File: config.mk
export PLATFORM = sky130hd
export DESIGN_NAME = rftrb_host_flat
export DESIGN_NICKNAME = d
export VERILOG_FILES = /design/src/logic/rftrb_pkg.sv /design/src/logic/rftrb_if.sv /design/src/logic/rftrb_host.sv /design/src/flat_wrapper.sv
export VERILOG_INCLUDE_DIRS = /design/src /design/src/logic
export SDC_FILE = /design/constraint.sdc
export NUM_CORES = 1
export LEC_CHECK = 0
export ABC_CLOCK_PERIOD_IN_PS = 2400
export BUFFER_PORTS_ARGS = -buffer_cell sky130_fd_sc_hd__clkbuf_2
export CAP_MARGIN = 20
export CORE_AREA = 2 2 131 133
export DETAILED_ROUTE_END_ITERATION = 6
export DIE_AREA = 0 0 133 135
export PLACE_DENSITY = 0.72
export SLEW_MARGIN = 20
export SYNTH_ARGS = -nofsm -noshare
export SYNTH_HDL_FRONTEND = slang
export SYNTH_SLANG_ARGS = --single-unit
File: constraint.sdc
create_clock -name core_clk -period 2.4 [get_ports core_clk]
set_input_delay 0.12 -clock core_clk [delete_from_list [all_inputs] [get_ports core_clk]]
set_output_delay 0.12 -clock core_clk [all_outputs]
set_load 0.02 [all_outputs]
File: src/logic/rftrb_consts.svh
/*
 * Constants of the tuning register bank and of its host sequencer.
 * Assumes it is included by bare name wherever a constant is used.
 */
`ifndef RFTRB_CONSTS_SVH
`define RFTRB_CONSTS_SVH

// ****************************************************************
// Widths.
// ****************************************************************
`define RFTRB_AW          8
`define RFTRB_DW          32
`define RFTRB_RAMP_W      88
`define RFTRB_RAMP_TOP_W  24
`define RFTRB_BANK_BIT    7

// ****************************************************************
// Link register offsets.
// ****************************************************************
`define RFTRB_OFS_TUNE3   8'h03
`define RFTRB_OFS_TUNE4   8'h04
`define RFTRB_OFS_TUNE5   8'h05
`define RFTRB_OFS_TUNE6   8'h06
`define RFTRB_OFS_STAT    8'h07
`define RFTRB_OFS_ID      8'h08
`define RFTRB_OFS_INIT    8'h0C
`define RFTRB_OFS_FEAT    8'h0D
`define RFTRB_OFS_RAMP    8'h0E

// ****************************************************************
// Reset values.
// ****************************************************************
`define RFTRB_RST_TUNE3   32'h0300_1200
`define RFTRB_RST_ZERO    32'h0000_0000
`define RFTRB_ID_DEFAULT  32'h0000_5A5A

// ****************************************************************
// Setup values.
// ****************************************************************
`define RFTRB_VAL_TUNE3       32'h0000_0004
`define RFTRB_VAL_T4_FAST     32'h437D_5D5F
`define RFTRB_VAL_T4_SLOW     32'h437D_6D5F
`define RFTRB_VAL_T4_SC_FAST  32'hC37D_5D5D
`define RFTRB_VAL_T4_SC_SLOW  32'hC37D_6D5D
`define RFTRB_VAL_T5_250K     32'h7410_6C9F
`define RFTRB_VAL_T5_1M       32'h1412_6C9F
`define RFTRB_VAL_T5_2M       32'h7411_4C9F
`define RFTRB_VAL_T6_1M       32'h0007_C022
`define RFTRB_VAL_T6_OTHER    32'h0007_C002
`define RFTRB_VAL_INIT        32'h0573_1200
`define RFTRB_VAL_FEAT_FAST   32'h0080_B434
`define RFTRB_VAL_FEAT_SLOW   32'h0080_B436
`define RFTRB_VAL_RAMP        88'hCF_EFBE_F7DF_7CF3_CF20_8104
`define RFTRB_SEQ_LAST        4'h8
`define RFTRB_SEQ_RAMP0       4'h6
`define RFTRB_SEQ_RAMP1       4'h7

// ****************************************************************
// Host software register offsets and fields.
// ****************************************************************
`define RFTRB_SW_CTRL     8'h00
`define RFTRB_SW_GO       8'h01
`define RFTRB_SW_RADDR    8'h02
`define RFTRB_SW_RWDATA   8'h03
`define RFTRB_SW_RCMD     8'h04
`define RFTRB_SW_RRDATA   8'h05
`define RFTRB_SW_STATUS   8'h06
`define RFTRB_CTRL_SC     2
`define RFTRB_RCMD_WR     0
`define RFTRB_RCMD_RD     1
`define RFTRB_RCMD_TOG    2
`define RFTRB_ST_BUSY     0
`define RFTRB_ST_BANK     1
`define RFTRB_ST_DONE     2
`define RFTRB_ST_ERR      3

`endif

File: src/logic/rftrb_pkg.sv
/*
 * Types and shared functions of the tuning register bank.
 * Assumes rftrb_consts.svh is on the include path.
 */
`include "rftrb_consts.svh"

package rftrb_pkg;

  // ****************************************************************
  // Basic types.
  // ****************************************************************
  typedef logic [`RFTRB_AW-1:0]     rftrb_addr_t;
  typedef logic [`RFTRB_DW-1:0]     rftrb_data_t;
  typedef logic [`RFTRB_RAMP_W-1:0] rftrb_ramp_t;

  typedef enum logic [1:0] {rftrb_rate_1m, rftrb_rate_2m, rftrb_rate_250k} rftrb_rate_e;
  typedef enum logic [2:0] {hs_idle, hs_chk_rd, hs_chk_wait, hs_seq, hs_raw_wait} rftrb_hst_e;

  // ****************************************************************
  // State records.
  // ****************************************************************
  typedef struct packed {
    rftrb_data_t tune3;
    rftrb_data_t tune4;
    rftrb_data_t tune5;
    rftrb_data_t tune6;
    rftrb_data_t init;
    rftrb_data_t feat;
    rftrb_data_t rdata;
    logic        rvalid;
    logic        bank_one;
    rftrb_addr_t b0_addr;
    rftrb_data_t b0_wdata;
    logic        b0_wr;
    logic        b0_rd;
    logic        b0_pend;
  } rftrb_dev_s;

  typedef struct packed {
    rftrb_data_t lo;
    rftrb_data_t mid;
    rftrb_ramp_t word;
    logic [1:0]  part;
  } rftrb_ramp_s;

  typedef struct packed {
    rftrb_hst_e  state;
    rftrb_rate_e rate;
    logic        sc;
    logic [3:0]  step;
    rftrb_addr_t raddr;
    rftrb_data_t rwdata;
    rftrb_data_t rrdata;
    logic        done;
    logic        err;
    logic        bank_one;
    rftrb_addr_t addr;
    rftrb_data_t wdata;
    logic        wr;
    logic        rd;
    logic        tog;
    rftrb_data_t sw_rdata;
  } rftrb_hst_s;

  // ****************************************************************
  // Address decode of this bank.
  // ****************************************************************
  function automatic logic rftrb_mapped(input rftrb_addr_t a);
    rftrb_mapped = (a >= `RFTRB_OFS_TUNE3 && a <= `RFTRB_OFS_ID) ||
                   (a >= `RFTRB_OFS_INIT  && a <= `RFTRB_OFS_RAMP);
  endfunction : rftrb_mapped

endpackage : rftrb_pkg

File: src/logic/rftrb_if.sv
/*
 * Link between the host sequencer and the tuning register bank.
 * Assumes both ends run on the same core_clk.
 */
`timescale 1ns/1ps

interface rftrb_if;
  logic [7:0]  lk_addr;
  logic [31:0] lk_wdata;
  logic        lk_wr;
  logic        lk_rd;
  logic        lk_tog;
  logic [31:0] lk_rdata;
  logic        lk_rvalid;

  modport dev  (input lk_addr, lk_wdata, lk_wr, lk_rd, lk_tog, output lk_rdata, lk_rvalid);
  modport host (output lk_addr, lk_wdata, lk_wr, lk_rd, lk_tog, input lk_rdata, lk_rvalid);
endinterface : rftrb_if

File: src/logic/rftrb_host.sv
/*
 * Host end: a setup sequencer and raw access port for the tuning bank.
 * Assumes software drives the plain register port on core_clk and the
 * device end answers reads with lk_rvalid.
 */
// The implementer's own choice: the strobed register port.
// Functional notes
// - tuning word three resets 0x0300_1200, loaded 4.
// - word four normal value per data rate.
// - word four single-carrier value per data rate.
// - word five value per data rate.
// - word six value, 1 Mbps differs.
// - status bit 7 shows selected bank.
// - host never touches reserved status bits; a raw write to 0x07 in bank one still goes out on the link.
// - identity word read-only, writes ignored.
// - lock-time word loaded with fixed value.
// - feature word value per data rate.
// - 88-bit ramp word loaded with fixed value.
// - host avoids unmapped addresses in this bank.
`timescale 1ns/1ps
`include "rftrb_consts.svh"

module rftrb_host (
  input  wire logic                 core_clk,
  input  wire logic                 nrst,
  input  wire logic [`RFTRB_AW-1:0] sw_addr,
  input  wire logic [`RFTRB_DW-1:0] sw_wdata,
  input  wire logic                 sw_wr,
  input  wire logic                 sw_rd,
  output logic      [`RFTRB_DW-1:0] sw_rdata,
  rftrb_if.host                     lk
);

  rftrb_pkg::rftrb_hst_s s_q;
  rftrb_pkg::rftrb_hst_s s_d;
  logic                  raw_ok;

  // ****************************************************************
  // Setup step decode.
  // ****************************************************************
  function automatic rftrb_pkg::rftrb_addr_t step_addr(input logic [3:0] st);
    unique case (st)
      4'h0:    step_addr = `RFTRB_OFS_TUNE3;
      4'h1:    step_addr = `RFTRB_OFS_TUNE4;
      4'h2:    step_addr = `RFTRB_OFS_TUNE5;
      4'h3:    step_addr = `RFTRB_OFS_TUNE6;
      4'h4:    step_addr = `RFTRB_OFS_INIT;
      4'h5:    step_addr = `RFTRB_OFS_FEAT;
      default: step_addr = `RFTRB_OFS_RAMP;
    endcase
  endfunction : step_addr

  function automatic rftrb_pkg::rftrb_data_t step_data(
    input logic [3:0]            st,
    input rftrb_pkg::rftrb_rate_e rt,
    input logic                  sc
  );
    logic        slow;
    rftrb_pkg::rftrb_ramp_t ramp;
    slow = (rt == rftrb_pkg::rftrb_rate_250k);
    ramp = `RFTRB_VAL_RAMP;
    unique case (st)
      4'h0: step_data = `RFTRB_VAL_TUNE3;
      4'h1: begin
        if (!sc) begin
          step_data = slow ? `RFTRB_VAL_T4_SLOW : `RFTRB_VAL_T4_FAST;
        end else begin
          step_data = slow ? `RFTRB_VAL_T4_SC_SLOW : `RFTRB_VAL_T4_SC_FAST;
        end
      end
      4'h2: begin
        unique case (rt)
          rftrb_pkg::rftrb_rate_250k: step_data = `RFTRB_VAL_T5_250K;
          rftrb_pkg::rftrb_rate_2m:   step_data = `RFTRB_VAL_T5_2M;
          default:                    step_data = `RFTRB_VAL_T5_1M;
        endcase
      end
      4'h3: step_data = (rt == rftrb_pkg::rftrb_rate_2m || slow) ?
                        `RFTRB_VAL_T6_OTHER : `RFTRB_VAL_T6_1M;
      4'h4: step_data = `RFTRB_VAL_INIT;
      4'h5: step_data = slow ? `RFTRB_VAL_FEAT_SLOW : `RFTRB_VAL_FEAT_FAST;
      `RFTRB_SEQ_RAMP0: step_data = ramp[`RFTRB_DW-1:0];
      `RFTRB_SEQ_RAMP1: step_data = ramp[2*`RFTRB_DW-1:`RFTRB_DW];
      default: step_data = {8'h00, ramp[`RFTRB_RAMP_W-1:2*`RFTRB_DW]};
    endcase
  endfunction : step_data

  // ****************************************************************
  // Raw access check.
  // ****************************************************************
  // refuse unmapped addresses while bank one is selected; bank zero takes any address.
  assign raw_ok = !s_q.bank_one || rftrb_pkg::rftrb_mapped(s_q.raddr);

  // ****************************************************************
  // Next state.
  // ****************************************************************
  always_comb begin
    s_d          = s_q;
    s_d.wr       = 1'b0;
    s_d.rd       = 1'b0;
    s_d.tog      = 1'b0;
    s_d.sw_rdata = `RFTRB_RST_ZERO;

    if (sw_wr) begin
      unique case (sw_addr)
        `RFTRB_SW_CTRL: begin
          s_d.rate = rftrb_pkg::rftrb_rate_e'(sw_wdata[1:0]);
          s_d.sc   = sw_wdata[`RFTRB_CTRL_SC];
        end
        `RFTRB_SW_GO: begin
          if (s_q.state == rftrb_pkg::hs_idle) begin
            s_d.state = rftrb_pkg::hs_chk_rd;
            s_d.done  = 1'b0;
          end
        end
        `RFTRB_SW_RADDR:  s_d.raddr  = sw_wdata[`RFTRB_AW-1:0];
        `RFTRB_SW_RWDATA: s_d.rwdata = sw_wdata;
        `RFTRB_SW_STATUS: begin
          if (sw_wdata[`RFTRB_ST_ERR]) begin
            s_d.err = 1'b0;
          end
        end
        `RFTRB_SW_RCMD: begin
          if (s_q.state == rftrb_pkg::hs_idle) begin
            if (sw_wdata[`RFTRB_RCMD_TOG]) begin
              s_d.tog      = 1'b1;
              s_d.bank_one = ~s_q.bank_one;
            end else if (!raw_ok && (sw_wdata[`RFTRB_RCMD_WR] || sw_wdata[`RFTRB_RCMD_RD])) begin
              s_d.err = 1'b1;
            end else if (sw_wdata[`RFTRB_RCMD_WR]) begin
              s_d.addr  = s_q.raddr;
              s_d.wdata = s_q.rwdata;
              s_d.wr    = 1'b1;
            end else if (sw_wdata[`RFTRB_RCMD_RD]) begin
              s_d.addr  = s_q.raddr;
              s_d.rd    = 1'b1;
              s_d.state = rftrb_pkg::hs_raw_wait;
            end
          end
        end
        default: begin
        end
      endcase
    end

    if (sw_rd) begin
      unique case (sw_addr)
        `RFTRB_SW_CTRL: begin
          s_d.sw_rdata[1:0]          = s_q.rate;
          s_d.sw_rdata[`RFTRB_CTRL_SC] = s_q.sc;
        end
        `RFTRB_SW_RADDR:  s_d.sw_rdata[`RFTRB_AW-1:0] = s_q.raddr;
        `RFTRB_SW_RWDATA: s_d.sw_rdata = s_q.rwdata;
        `RFTRB_SW_RRDATA: s_d.sw_rdata = s_q.rrdata;
        `RFTRB_SW_STATUS: begin
          s_d.sw_rdata[`RFTRB_ST_BUSY] = (s_q.state != rftrb_pkg::hs_idle);
          s_d.sw_rdata[`RFTRB_ST_BANK] = s_q.bank_one;
          s_d.sw_rdata[`RFTRB_ST_DONE] = s_q.done;
          s_d.sw_rdata[`RFTRB_ST_ERR]  = s_q.err;
        end
        default: begin
        end
      endcase
    end

    unique case (s_q.state)
      rftrb_pkg::hs_idle: begin
      end
      rftrb_pkg::hs_chk_rd: begin
        s_d.addr  = `RFTRB_OFS_STAT;
        s_d.rd    = 1'b1;
        s_d.state = rftrb_pkg::hs_chk_wait;
      end
      rftrb_pkg::hs_chk_wait: begin
        if (lk.lk_rvalid) begin
          // only the bank bit is used.
          s_d.bank_one = 1'b1;
          s_d.tog      = ~lk.lk_rdata[`RFTRB_BANK_BIT];
          s_d.step     = 4'h0;
          s_d.state    = rftrb_pkg::hs_seq;
        end
      end
      rftrb_pkg::hs_seq: begin
        s_d.addr  = step_addr(s_q.step);
        s_d.wdata = step_data(s_q.step, s_q.rate, s_q.sc);
        s_d.wr    = 1'b1;
        s_d.step  = s_q.step + 4'h1;
        if (s_q.step == `RFTRB_SEQ_LAST) begin
          s_d.state = rftrb_pkg::hs_idle;
          s_d.done  = 1'b1;
        end
      end
      rftrb_pkg::hs_raw_wait: begin
        if (lk.lk_rvalid) begin
          s_d.rrdata = lk.lk_rdata;
          s_d.state  = rftrb_pkg::hs_idle;
        end
      end
    endcase
  end

  // ****************************************************************
  // State register.
  // ****************************************************************
  always_ff @(posedge core_clk) begin
    if (!nrst) begin
      s_q <= '0;
    end else begin
      s_q <= s_d;
    end
  end

  // ****************************************************************
  // Outputs.
  // ****************************************************************
  assign sw_rdata    = s_q.sw_rdata;
  assign lk.lk_addr  = s_q.addr;
  assign lk.lk_wdata = s_q.wdata;
  assign lk.lk_wr    = s_q.wr;
  assign lk.lk_rd    = s_q.rd;
  assign lk.lk_tog   = s_q.tog;

endmodule : rftrb_host

File: src/flat_wrapper.sv
// flat-port wrapper written by rule: the top's interface ports become plain ports
module rftrb_host_flat 
  (core_clk, nrst, sw_addr, sw_wdata, sw_wr, sw_rd, sw_rdata, lk_lk_addr, lk_lk_wdata, lk_lk_wr, lk_lk_rd, lk_lk_tog, lk_lk_rdata, lk_lk_rvalid);
  rftrb_if lk_i ();
  input  wire logic core_clk;
  input  wire logic nrst;
  input  wire logic [`RFTRB_AW-1:0] sw_addr;
  input  wire logic [`RFTRB_DW-1:0] sw_wdata;
  input  wire logic sw_wr;
  input  wire logic sw_rd;
  output logic      [`RFTRB_DW-1:0] sw_rdata;
  output wire logic [$bits(lk_i.lk_addr)-1:0] lk_lk_addr;
  output wire logic [$bits(lk_i.lk_wdata)-1:0] lk_lk_wdata;
  output wire logic [$bits(lk_i.lk_wr)-1:0] lk_lk_wr;
  output wire logic [$bits(lk_i.lk_rd)-1:0] lk_lk_rd;
  output wire logic [$bits(lk_i.lk_tog)-1:0] lk_lk_tog;
  input wire logic [$bits(lk_i.lk_rdata)-1:0] lk_lk_rdata;
  input wire logic [$bits(lk_i.lk_rvalid)-1:0] lk_lk_rvalid;
  assign lk_lk_addr = lk_i.lk_addr;
  assign lk_lk_wdata = lk_i.lk_wdata;
  assign lk_lk_wr = lk_i.lk_wr;
  assign lk_lk_rd = lk_i.lk_rd;
  assign lk_lk_tog = lk_i.lk_tog;
  assign lk_i.lk_rdata = lk_lk_rdata;
  assign lk_i.lk_rvalid = lk_lk_rvalid;
  rftrb_host u_core (.core_clk(core_clk), .nrst(nrst), .sw_addr(sw_addr), .sw_wdata(sw_wdata), .sw_wr(sw_wr), .sw_rd(sw_rd), .sw_rdata(sw_rdata), .lk(lk_i));
endmodule
# --- Yosys cells after proc, flatten, opt, wreduce, memory -nomap -nowiden ---
# Cells that the tools add are included.
totals:
  ff_bits: 160
  in_bits: 77
  out_inout_bits: 75
classes:
  n_addsub: 1
  magnitude_cmp: 4
  n_eq_ne: 29
  muxes: 54
  bitwise: 2
  reduce_logical: 32
op_table:
  columns: ["op", "n"]
  rows:
  - ["32-bit one-hot mux with 8 select lines", 1]
  - ["42-bit two-way mux", 2]
  - ["33-bit two-way mux", 2]
  - ["31-bit one-hot mux with 2 select lines", 1]
  - ["24-bit one-hot mux with 2 select lines", 1]
  - ["46-bit two-way mux", 1]
  - ["45-bit two-way mux", 1]
  - ["44-bit two-way mux", 1]
  - ["32-bit two-way mux", 1]
  - ["3-bit two-way mux", 10]
  - ["14-bit two-way mux", 2]
  - ["8-bit by 3-bit equality test with 1-bit output, second input constant", 3]
  - ["4-bit one-hot mux with 6 select lines", 1]
  - ["6-bit AND reduction", 3]
  - ["4-bit by 3-bit equality test with 1-bit output, second input constant", 4]
  - ["8-bit by 2-bit equality test with 1-bit output, second input constant", 2]
  - ["8-bit by 4-bit less-or-equal comparator with 1-bit output, second input constant", 2]
  - ["1-bit two-way mux", 16]
  - ["8-bit two-way mux", 2]
  - ["8-bit one-hot mux with 2 select lines", 1]
  - ["3-bit one-hot mux with 5 select lines", 1]
  - ["6-bit two-way mux", 2]
  - ["3-bit one-hot mux with 4 select lines", 1]
  - ["4-bit one-hot mux with 3 select lines", 1]
  - ["other kinds (33)", 60]

# --- Logic depth before layout (Yosys ltp) ---
# Gate-level depths: netlist of the first run.
logic_depth:
  word_depth: 13
  mapped_depth: 8
  depth_no_buf: 7

# --- Least setup slack after synthesis of the first run ---
# OpenSTA, ideal clock, no wires.
synth_timing:
  path_kind: "register -> register"
  startpoint: "reg u_core.s_q[159] (netlist name)"
  endpoint: "reg u_core.s_q, in the netlist u_core.lk.lk_wdata[12]"
  arrival_ps: 1914
  t_required_ps: 2281
  path_slack_ps: 368
  stages_incl_launch_ff: 6
  n_path_buf: 0
  period_less_slack_ps: 2032
  cell_sequence: "dfxtp_1 or4b_2 nor4_4 o2111ai_2 o21a_1 o221a_2"
synth_between:
  elab_chain_cells: 3
  word_cells_on_any_way: 10
synth_lines:
  columns: ["item", "line_no", "source"]
  rows:
  - ["start: declaration", "rftrb_host.sv:34", "rftrb_pkg::rftrb_hst_s s_q;"]
  - ["start signal: assignment", "rftrb_host.sv:207", "s_q <= '0;"]
  - ["start signal: assignment", "rftrb_host.sv:209", "s_q <= s_d;"]
  - ["3-bit by 2-bit equality test with 1-bit output or 3-bit zero test (tied branches)", "rftrb_host.sv:166, rftrb_host.sv:124", null]
  - ["2-bit inequality test (no source line), or another cell as far along", null, null]
  - ["6-bit AND reduction (no source line)", null, null]
# Several ways; a longest one is shown, not always the timed one.
# A chain may end at the register's enable or synchronous reset.

# --- Final worst setup path of the first run ---
layout_timing:
  startpoint: "in sw_wdata[2]"
  endpoint: "reg u_core.s_q, in the netlist u_core.lk.lk_wdata[12]"
layout_between:
  elab_chain_cells: 2
layout_lines:
  columns: ["item", "line_no", "source"]
  rows:
  - ["start: declaration", "flat_wrapper.sv:8", "input wire logic [`RFTRB_DW-1:0] sw_wdata;"]
  - ["2-bit by 1-bit inequality test with 1-bit output (no source line)", null, null]
  - ["6-bit AND reduction (no source line)", null, null]
# No other way between the ends.

==> impl_metrics.env, run 1 <==
export IMPL_status="finished clean"
export IMPL_reg2reg_depth=5
export IMPL_start_util_pct=44.8
export IMPL_top_layer_used="met5"
export IMPL_wl_met2_um=10700
export IMPL_yosys_register_bits=160
export IMPL_clock_path_buffers=2
export IMPL_crit_fanout=10
export IMPL_p_per_area_nw_per_um2=630
export IMPL_num_vias=7131
export IMPL_grt_max_degree=48
export IMPL_io_pins=152
export IMPL_final_util_pct=56.0
export IMPL_cpPeakStageDelay_ps=600
export IMPL_nNetsFinal=1133
export IMPL_fp_dieW_um=133
export IMPL_drt_first_pass_iters=5
export IMPL_hold_path_startpoint="sw_wdata[1]"
export IMPL_vdd_drop_max_mv=0.471
export IMPL_antenna_found_initial=1
export IMPL_synth_top_area_share_pct=43.6
export IMPL_slowest_stage="or4b_4"
export IMPL_gp_congestion=0.938
export IMPL_ys_seq_area_share_pct=43.6
export IMPL_hold_violations=0
export IMPL_rows=47
export IMPL_critPathArrivalTime_ps=2610
export IMPL_fin_worst_skew_ps=14.0
export IMPL_wl_per_cell_um=17.6
export IMPL_grt_pass1_vias=6775
export IMPL_grt_overflow=0
export IMPL_ant_nets=0
export IMPL_synth_area_sq_um=7350
export IMPL_dp_cells=1188
export IMPL_p_leak_nw=3.46
export IMPL_cts_made_buffers=17
export IMPL_synth_edf_count=0
export IMPL_rsz0062_at_grt="false"
export IMPL_cp_end_kind="flop"
export IMPL_holdPathEnd="u_core.s_q[111]"
export IMPL_startpoint="sw_wdata[2]"
export IMPL_ys_types=68
export IMPL_rrSetupSlack_ps=120
export IMPL_syn_inst=915
export IMPL_cp_buffers_inverters=2
export IMPL_fmax_ghz=0.436
export IMPL_cts_sinks=160
export IMPL_hold_class="in -> reg"
export IMPL_yosysWarnings=0
export IMPL_clk_latency_ps=430
export IMPL_setup_viol=0
export IMPL_fin_crit_ps=2290
export IMPL_finalSetupTns_ps=0
export IMPL_first_iter_violations=616
export IMPL_crit_chain="dlygate4sd3_1 > clkbuf_2 > or4b_4 > nor4_4 > o2111ai_2 > o21a_1 > o221a_2"
export IMPL_dp_hpwl_um=15400
export IMPL_grt_pass1_wl_um=35700
export IMPL_cpLargestDelayFamily="simple AND/OR/NAND/NOR gates"
export IMPL_required_ps=2710
export IMPL_fillCellCount=1474
export IMPL_r2r_start="u_core.s_q[159]"
export IMPL_synthesis_nets=999
export IMPL_period_share_pct=95.6
export IMPL_worstSetupStartpointType="input pin"
export IMPL_tightest_slew_ps=634
export IMPL_io_buffers=151
export IMPL_regArea_sq_um=3200
export IMPL_drt_wl_total_um=22500
export IMPL_synthFlopType="dfxtp_1"
export IMPL_cts_root_buffer="clkbuf_16"
export IMPL_h_tree_depth=4
export IMPL_slew_limit_headroom_pct=56.6
export IMPL_finalNonFillerCells=1282
export IMPL_async_flop_share_pct=0
export IMPL_drt_met1_wl_um=9780
export IMPL_drive_gt1_share_pct=23.3
export IMPL_diodes=0
export IMPL_cap_violations=0
export IMPL_ys_top_cells_by_area="dfxtp_1 44%, a21oi_1 9.5%, nand2_1 8.2%, buf_4 7.8%, a22oi_1 3.3%"
export IMPL_finalMaxSlewViolations=0
export IMPL_grt_usage_pct=25.2
export IMPL_multiInputGateArea_sq_um=3260
export IMPL_netlist_top_cell_by_area="dfxtp_1"
export IMPL_whs_path_depth=3
export IMPL_regToRegEndpoint="u_core.lk.lk_wdata[12]"
export IMPL_clk_pin_slew_worst_paths_ps=60
export IMPL_total_power_mw=5.79
export IMPL_route_met3_wl_um=1450
export IMPL_area_growth_pct=25.0
export IMPL_syn_area_per_cell_sq_um=8.03
export IMPL_critPathKind="in -> reg"
export IMPL_dieArea_sq_um=18000
export IMPL_coreArea_sq_um=16400
export IMPL_die_y_um=135
export IMPL_holdWs_ps=52.1
export IMPL_avgViaCountPerCell=5.56
export IMPL_drc=0
export IMPL_cts_tree="yes"
## cells by family (layout without fill, tap and decap cells)
logic type	Yosys count	in the layout	share of synthesized area (%)
xor gates and xnor gates	2	2	0.238
adders and majority gates	7	7	1.19
and+or+nand+nor	322	322	20.3
DFF	160	160	43.6
buffers and inverters	159	306	12.2
AOI/OAI and AO/OA	265	265	22.5
## flip-flops by register name, indices dropped and copies added (netlist names)
signal / cells
u_core.lk.lk_addr: 8
u_core.lk.lk_tog: 1
u_core.lk.lk_rd: 1
u_core.lk.lk_wdata: 32
u_core.sw_rdata: 32
u_core.lk.lk_wr: 1
u_core.s_q: 85
## timing repair
item / 4_1_cts / 5_1_grt
buffers inserted: 0 / 0
hold endpoints to repair: 70 / 0
endpoints found under the setup margin: 0 / 2
hold buffers: 62 / 0
gates resized for setup: 0 / 1
## worst max path at each step
stage	end	slack [ps]	cells past startpoint
floorplan	u_core.lk.lk_wdata[12]	370	5
global placement	u_core.lk.lk_wdata[16]	150	6
detailed placement	u_core.lk.lk_wdata[16]	110	6
CTS	u_core.lk.lk_wdata[16]	100	6
global route	u_core.lk.lk_wdata[12]	20	7
finish	u_core.lk.lk_wdata[12]	110	7
## Yosys cell counts, types with 5 or more instances
cell,n
o21a_1,7
a222oi_1,6
inv_1,14
and3_1,5
o31ai_1,5
clkbuf_1,61
a21oi_1,140
nor4_1,5
nand2b_1,7
a22oi_1,32
buf_4,76
ha_1,7
nor2b_1,6
dfxtp_1,160
a211oi_1,5
o211ai_1,11
nand3_1,41
nor3_1,13
nand2_1,161
nor2_1,56
a21boi_0,5
o21ai_0,18
## layer usage
metal | up-vias | track usage (%)
li1 | 3400 | -
met1 | 3362 | 33.0
met2 | 318 | 40.6
met3 | 49 | 5.44
met4 | 2 | 10.1
met5 | - | 0
## layout make-up
cell class,count,area share [%]
multi-input cells,596,35.5
flip-flops and latches,160,34.9
repair buffers,259,19.3
clock buffers,19,4.82
well taps,220,3.00
clock inverters,13,1.97
inverters,15,0.613
## worst register-to-register path: stages (launching register included)
cell and delay, ps:
dfxtp_1 310, or4b_2 720, nor4_4 260, o2111ai_2 380, o21a_1 290, o221a_2 220
## power breakdown
| group | total [mW] | switching, mW | leakage, nW | internal [mW] |
|---|---|---|---|---|
| registers | 2.66 | 0.00185 | 1.29 | 2.66 |
| clock network | 2.86 | 1.17 | 0.292 | 1.69 |
| logic | 0.266 | 0.128 | 1.88 | 0.138 |
## cell usage in the layout (no fill, tap or decap), types with 6 or more instances in the layout
| master | instances |
|---|---|
| inv_1 | 14 |
| buf_4 | 42 |
| nand3_1 | 41 |
| a22oi_1 | 32 |
| nand2_1 | 161 |
| nor3_1 | 12 |
| nor2b_1 | 6 |
| nand2b_1 | 7 |
| nor2_1 | 56 |
| clkbuf_16 | 17 |
| clkbuf_2 | 151 |
| a21oi_1 | 140 |
| o21a_1 | 7 |
| ha_1 | 7 |
| dfxtp_1 | 160 |
| a222oi_1 | 6 |
| o21ai_0 | 18 |
| dlygate4sd3_1 | 62 |
| o211ai_1 | 11 |
## per-stage QoR
step | instance area, sq um | setup slack (ps)
3_5_place_dp | 7940 | 109
2_1_floorplan | 7350 | 368
3_3_place_gp | 7940 | 155
6_report | 9190 | 106
4_1_cts | 9190 | 100
5_1_grt | 9190 | 18.9
Note: power is estimated with default switching activity, not from simulation.
==> run 2: changes to the inputs <==
--- a/config.mk
+++ b/config.mk
@@ -9,9 +9,9 @@
 export ABC_CLOCK_PERIOD_IN_PS = 2400
 export BUFFER_PORTS_ARGS = -buffer_cell sky130_fd_sc_hd__clkbuf_2
 export CAP_MARGIN = 20
-export CORE_AREA = 2 2 131 133
+export CORE_AREA = 2 2 100 175
 export DETAILED_ROUTE_END_ITERATION = 6
-export DIE_AREA = 0 0 133 135
+export DIE_AREA = 0 0 102 177
 export PLACE_DENSITY = 0.72
 export SLEW_MARGIN = 20
 export SYNTH_ARGS = -nofsm -noshare
==> run 2 against run 1 <==
  * The flow now finishes with violations (design-rule violations)
  * Sequential share of layout area rose by 0.17 points
  * Sequential power barely moved
  * Critical path depth fell by 1
  * Power fell by 2.1%
  * Critical endpoint is now u_core.lk.lk_wdata[3]
==> impl_metrics.env, run 2 (synthesis results as in run 1) <==
export IMPL_clk_latency_ps=430
export IMPL_period_share_pct=95.0
export IMPL_required_ps=2680
export IMPL_p_leak_nw=3.45
export IMPL_wl_per_cell_um=18.6
export IMPL_cts_setup_buffers=0
export IMPL_grt_pass1_wl_um=36400
export IMPL_first_iter_violations=583
export IMPL_grt_overflow=0
export IMPL_drc=3
export IMPL_combPwrFrac_pct=4.7
export IMPL_area_growth_pct=24.4
export IMPL_final_cell_mix="161 x nand2_1, 160 x dfxtp_1, 151 x clkbuf_2"
export IMPL_violations="design-rule violations"
export IMPL_drt_first_pass_iters=7
export IMPL_slew_limit_headroom_pct=53.1
export IMPL_holdWs_ps=51.5
export IMPL_hold_class="in -> reg"
export IMPL_critPathArrivalTime_ps=2560
export IMPL_gp_congestion=0.952
export IMPL_grt_usage_pct=26.3
export IMPL_regToRegEndpoint="u_core.lk.lk_wdata[26]"
export IMPL_rrSetupSlack_ps=150
export IMPL_antenna_found_initial=1
export IMPL_rsz0062_at_grt="false"
export IMPL_cts_made_buffers=17
export IMPL_seqPwrFrac_pct=46.9
export IMPL_drt_wl_total_um=24000
export IMPL_cts_root_buffer="clkbuf_16"
export IMPL_grt_pass1_vias=6907
export IMPL_status="finished, violations left"
export IMPL_ant_nets=0
export IMPL_reg2reg_depth=5
export IMPL_fp_dieW_um=102
export IMPL_nNetsFinal=1133
export IMPL_largest_reg_flops=85
export IMPL_layout_commonest_cell="nand2_1"
export IMPL_sw_frac_of_total_pct=22.9
export IMPL_vdd_drop_max_mv=0.355
export IMPL_io_buffers=151
export IMPL_power_net_switching_mw=1.30
export IMPL_cp_end_kind="flop"
export IMPL_cts_resized=0
export IMPL_startpoint="sw_wdata[2]"
export IMPL_num_vias=7246
export IMPL_clock_path_buffers=2
export IMPL_cts_sinks=160
export IMPL_place_ws_ps=190
export IMPL_io_pins=152
export IMPL_setup_slack_ps=121
export IMPL_crit_fanout=5
export IMPL_tightest_slew_ps=698
export IMPL_worstSetupStartpointType="input pin"
export IMPL_clock_power_share_pct=48.4
export IMPL_hold_violations=0
export IMPL_finalMaxSlewViolations=0
export IMPL_final_util_pct=54.7
export IMPL_start_util_pct=44.0
export IMPL_worstSetupEndpoint="u_core.lk.lk_wdata[3]"
export IMPL_fmax_ghz=0.439
export IMPL_fillCellCount=1541
export IMPL_fin_worst_skew_ps=11.5
export IMPL_p_per_area_nw_per_um2=620
export IMPL_finalSetupTns_ps=0
export IMPL_grt_max_degree=55
export IMPL_r2r_start="u_core.s_q[159]"
export IMPL_avgViaCountPerCell=5.62
export IMPL_drive_gt1_share_pct=23.2
export IMPL_cts_tree="yes"
export IMPL_h_tree_depth=4
export IMPL_setup_viol=0
export IMPL_die_y_um=177
export IMPL_dp_hpwl_um=16800
export IMPL_dieArea_sq_um=18100
export IMPL_cap_violations=0
export IMPL_largest_register="u_core.s_q"
export IMPL_coreArea_sq_um=16700
export IMPL_p_int_mw=4.37
export IMPL_critPathKind="in -> reg"
export IMPL_fin_crit_ps=2280
export IMPL_clk_pin_slew_worst_paths_ps=70
export IMPL_rows=63
## run 2: power groups by stage
stage | logic (mW) | registers [mW] | clock network (mW)
finish | 0.269 | 2.66 | 2.74
global placement | 0.182 | 2.72 | 0
floorplan | 0.0763 | 2.72 | 0
detailed placement | 0.182 | 2.72 | 0
global route | 0.286 | 2.66 | 2.87
CTS | 0.262 | 2.66 | 2.76
## run 2: final cells by class
type                       count  area (sq um)  area share (%)
antenna                        1          2.50          0.0274
clock buffer                  18           439            4.80
clock inverter                13           155            1.70
inverter                      15          56.3           0.616
multi-input combinational    596          3260            35.6
sequential                   160          3200            35.0
tap                          227           284            3.11
timing repair buffer         259          1750            19.1
## run 2: worst max-delay path, cell delays in order
cell and delay [ps]:
dlygate4sd3_1 540, clkbuf_2 150, or4b_4 610, or4_4 550
nor3_1 440, a221oi_1 150
## run 2: how the worst min path moves through the flow
stage / startpoint / end / slack [ps] / cells after the start
floorplan: sw_wdata[3] / u_core.s_q[76] / 240 / 1
global placement: sw_wdata[16] / u_core.s_q[126] / 350 / 3
detailed placement: lk_lk_rdata[23] / u_core.s_q[101] / 350 / 3
CTS: sw_wdata[1] / u_core.s_q[111] / 30 / 3
global route: sw_wdata[1] / u_core.s_q[111] / 80 / 3
finish: sw_wdata[1] / u_core.s_q[111] / 50 / 3
## run 2: layer usage
metal  share of wire [%]  vias to the layer above  global-route usage, %
li1                    -                     3395                      -
met2                  51                      357                   45.3
met4                 8.1                        0                   20.0
met1                  36                     3389                   28.4
met5                   0                        -                      0
met3                 5.1                      105                   3.83
## run 2: repair_timing
action,in CTS,in global routing
setup endpoints to repair,0,0
hold buffers,62,0
hold endpoints to repair,69,0
## run 2: metrics by stage
stage / std cells / instance area, sq um / power (mW)
finish: 1289 / 9150 / 5.67
global route: 1289 / 9150 / 5.81
CTS: 1288 / 9140 / 5.68
detailed placement: 1195 / 7930 / 2.90
global placement: 1195 / 7930 / 2.90
floorplan: 915 / 7350 / 2.79
==> run 3: changes to the inputs <==
--- a/config.mk
+++ b/config.mk
@@ -6,13 +6,16 @@
 export SDC_FILE = /design/constraint.sdc
 export NUM_CORES = 1
 export LEC_CHECK = 0
+export ABC_AREA = 1
 export ABC_CLOCK_PERIOD_IN_PS = 2400
 export BUFFER_PORTS_ARGS = -buffer_cell sky130_fd_sc_hd__clkbuf_2
 export CAP_MARGIN = 20
-export CORE_AREA = 2 2 100 175
+export CORE_AREA = 2 2 102 178
+export CTS_CLUSTER_DIAMETER = 40
 export DETAILED_ROUTE_END_ITERATION = 6
-export DIE_AREA = 0 0 102 177
+export DIE_AREA = 0 0 104 180
 export PLACE_DENSITY = 0.72
+export REMOVE_ABC_BUFFERS = 1
 export SLEW_MARGIN = 20
 export SYNTH_ARGS = -nofsm -noshare
 export SYNTH_HDL_FRONTEND = slang
==> run 3 against run 2 <==
  * The run ends with negative hold slack left
  * Synthesized cell count up 19%
  * Design area up 1.4%
  * Power up 9.5%
  * Critical path type is now reg -> reg
  * Highest routed layer unchanged
==> impl_metrics.env, run 3 <==
export IMPL_status="finished, violations left"
export IMPL_violations="negative hold slack"
export IMPL_ys_types=36
export IMPL_cts_setup_buffers=0
export IMPL_hold_violations=1
export IMPL_cap_violations=0
export IMPL_netlist_top_cell_by_area="dfxtp_1"
export IMPL_grt_max_degree=65
export IMPL_first_iter_violations=316
export IMPL_clock_path_buffers=2
export IMPL_combPwrFrac_pct=9.7
export IMPL_yosys_register_bits=160
export IMPL_dp_hpwl_um=16900
export IMPL_syn_inst=1091
export IMPL_finalMaxSlewViolations=0
export IMPL_fillCellCount=1693
export IMPL_die_y_um=180
export IMPL_area_growth_pct=20.7
export IMPL_sw_frac_of_total_pct=24.9
export IMPL_r2r_start="u_core.s_q[150]"
export IMPL_gp_congestion=0.952
export IMPL_cts_tree="yes"
export IMPL_crit_chain="inv_1 > ha_1 > nand2_1 > inv_1 > nor2_1 > inv_1 > o21ai_0 > nand3_1 > nor2_1 > nor2_1"
export IMPL_ys_seq_area_share_pct=41.7
export IMPL_cts_made_buffers=17
export IMPL_rrSetupSlack_ps=200
export IMPL_power_net_switching_mw=1.54
export IMPL_regToRegEndpoint="u_core.lk.lk_wdata[11]"
export IMPL_p_per_area_nw_per_um2=669
export IMPL_rows=64
export IMPL_fmax_ghz=0.455
export IMPL_syn_area_per_cell_sq_um=7.04
export IMPL_largest_reg_flops=85
export IMPL_synth_top_area_share_pct=41.7
export IMPL_p_leak_nw=4.00
export IMPL_avgViaCountPerCell=5.10
export IMPL_io_buffers=151
export IMPL_fp_dieW_um=104
export IMPL_p_int_mw=4.66
export IMPL_critPathArrivalTime_ps=2520
export IMPL_slew_limit_headroom_pct=57.3
export IMPL_seqPwrFrac_pct=44.0
export IMPL_drc=0
export IMPL_cts_root_buffer="clkbuf_16"
export IMPL_layout_commonest_cell="nand2_1"
export IMPL_grt_overflow=0
export IMPL_multiInputGateArea_sq_um=3270
export IMPL_clk_pin_slew_worst_paths_ps=60
export IMPL_ys_top_cells_by_area="dfxtp_1 42%, nand2_1 11%, a21oi_1 8.1%, buf_4 7.2%, o21ai_0 6.7%"
export IMPL_final_cell_mix="218 x nand2_1, 160 x dfxtp_1, 151 x clkbuf_2"
export IMPL_grt_pass1_wl_um=36500
export IMPL_clock_power_share_pct=46.4
export IMPL_cp_end_kind="flop"
export IMPL_async_flop_share_pct=0
export IMPL_startpoint="u_core.s_q[150]"
export IMPL_regArea_sq_um=3200
export IMPL_yosysWarnings=0
export IMPL_total_power_mw=6.20
export IMPL_clk_latency_ps=440
export IMPL_dieArea_sq_um=18700
export IMPL_antenna_found_initial=0
export IMPL_tightest_slew_ps=640
export IMPL_diodes=0
export IMPL_crit_fanout=6
export IMPL_setup_viol=0
export IMPL_vdd_drop_max_mv=0.407
export IMPL_start_util_pct=44.4
export IMPL_synthFlopType="dfxtp_1"
export IMPL_largest_register="u_core.s_q"
export IMPL_cpPeakStageDelay_ps=410
export IMPL_synth_area_sq_um=7680
export IMPL_grt_usage_pct=24.7
export IMPL_synth_most_common_cell="nand2_1"
export IMPL_drive_gt1_share_pct=18.9
export IMPL_cts_sinks=160
export IMPL_synth_commonest_cells="218 x nand2_1, 160 x dfxtp_1, 124 x a21oi_1"
export IMPL_fin_crit_ps=2200
export IMPL_holdWs_ps=-5.40
export IMPL_rsz0062_at_grt="false"
export IMPL_slowest_stage="dfxtp_1"
export IMPL_ant_nets=0
export IMPL_fin_worst_skew_ps=11.1
export IMPL_period_share_pct=91.5
export IMPL_drt_wl_total_um=23200
export IMPL_required_ps=2720
export IMPL_reg2reg_depth=10
export IMPL_worstSetupStartpointType="flop"
export IMPL_drt_first_pass_iters=5
export IMPL_worstSetupEndpoint="u_core.lk.lk_wdata[11]"
export IMPL_finalSetupTns_ps=0
export IMPL_h_tree_depth=4
export IMPL_num_vias=7426
export IMPL_critPathKind="reg -> reg"
export IMPL_wl_per_cell_um=15.9
export IMPL_coreArea_sq_um=17300
export IMPL_hold_class="in -> reg"
export IMPL_synth_edf_count=0
export IMPL_io_pins=152
export IMPL_grt_pass1_vias=7262
export IMPL_nNetsFinal=1299
## run 3: kinds of logic after synthesis
group / synth area share (%)
AOI/OAI and AO/OA: 17.2
xor gates and xnor gates: 0.114
adders and majority gates: 1.14
buffers and inverters: 15.8
DFF: 41.7
and+or+nand+nor: 24.0
## run 3: worst min path at each step
stage	start	cells past startpoint	slack, ps	to
6_report	lk_lk_rdata[18]	3	-5	u_core.s_q[96]
2_1_floorplan	nrst	2	220	u_core.lk.lk_wdata[14]
5_1_grt	sw_wdata[9]	3	30	u_core.s_q[119]
3_5_place_dp	sw_wdata[24]	3	370	u_core.s_q[134]
4_1_cts	lk_lk_rdata[18]	3	3	u_core.s_q[96]
3_3_place_gp	sw_wdata[10]	3	370	u_core.s_q[120]
## run 3: timing repair
item / in CTS / in global routing
resized for setup: 0 / 0
hold buffers: 56 / 0
endpoints found under the hold margin: 57 / 0
## run 3: area by class of cell
type | count | area share (%)
multi-input cells | 691 | 35.3
clock inverters | 12 | 2.01
well taps | 231 | 3.12
repair buffers | 223 | 15.5
inverters | 122 | 4.94
clock buffers | 18 | 4.63
flip-flops and latches | 160 | 34.5
## run 3: power by group through the flow
stage | combinational [mW] | clock, mW | sequential, mW
floorplan | 0.267 | 0 | 2.81
global route | 0.660 | 3.01 | 2.73
finish | 0.600 | 2.88 | 2.73
global placement | 0.521 | 0 | 2.79
CTS | 0.600 | 2.91 | 2.73
detailed placement | 0.525 | 0 | 2.79
## run 3: metal layers
metal	up-vias	GRT usage, %	routed length [um]
met5	-	0	0
li1	3707	-	-
met2	245	46.4	12200
met1	3410	25.5	8830
met3	64	4.17	986
met4	0	14.1	1170
## run 3: critical path: cells and delay by family (launching register included)
family,cells,cell delay [ps]
buf+inv,3,330
compound gates,1,400
simple gates,5,700
fa+ha+maj,1,250
flops,1,410
## run 3: per-stage QoR
stage	utilization (%)	worst slack, ps	cells	area [sq um]	hold slack [ps]
2_1_floorplan	-	312	973	6930	218
3_3_place_gp	46.8	222	1371	8100	368
3_5_place_dp	46.8	272	1371	8100	366
4_1_cts	53.6	257	1457	9270	2.78
5_1_grt	53.6	161	1457	9270	26.4
6_report	53.6	204	1457	9270	-5.40
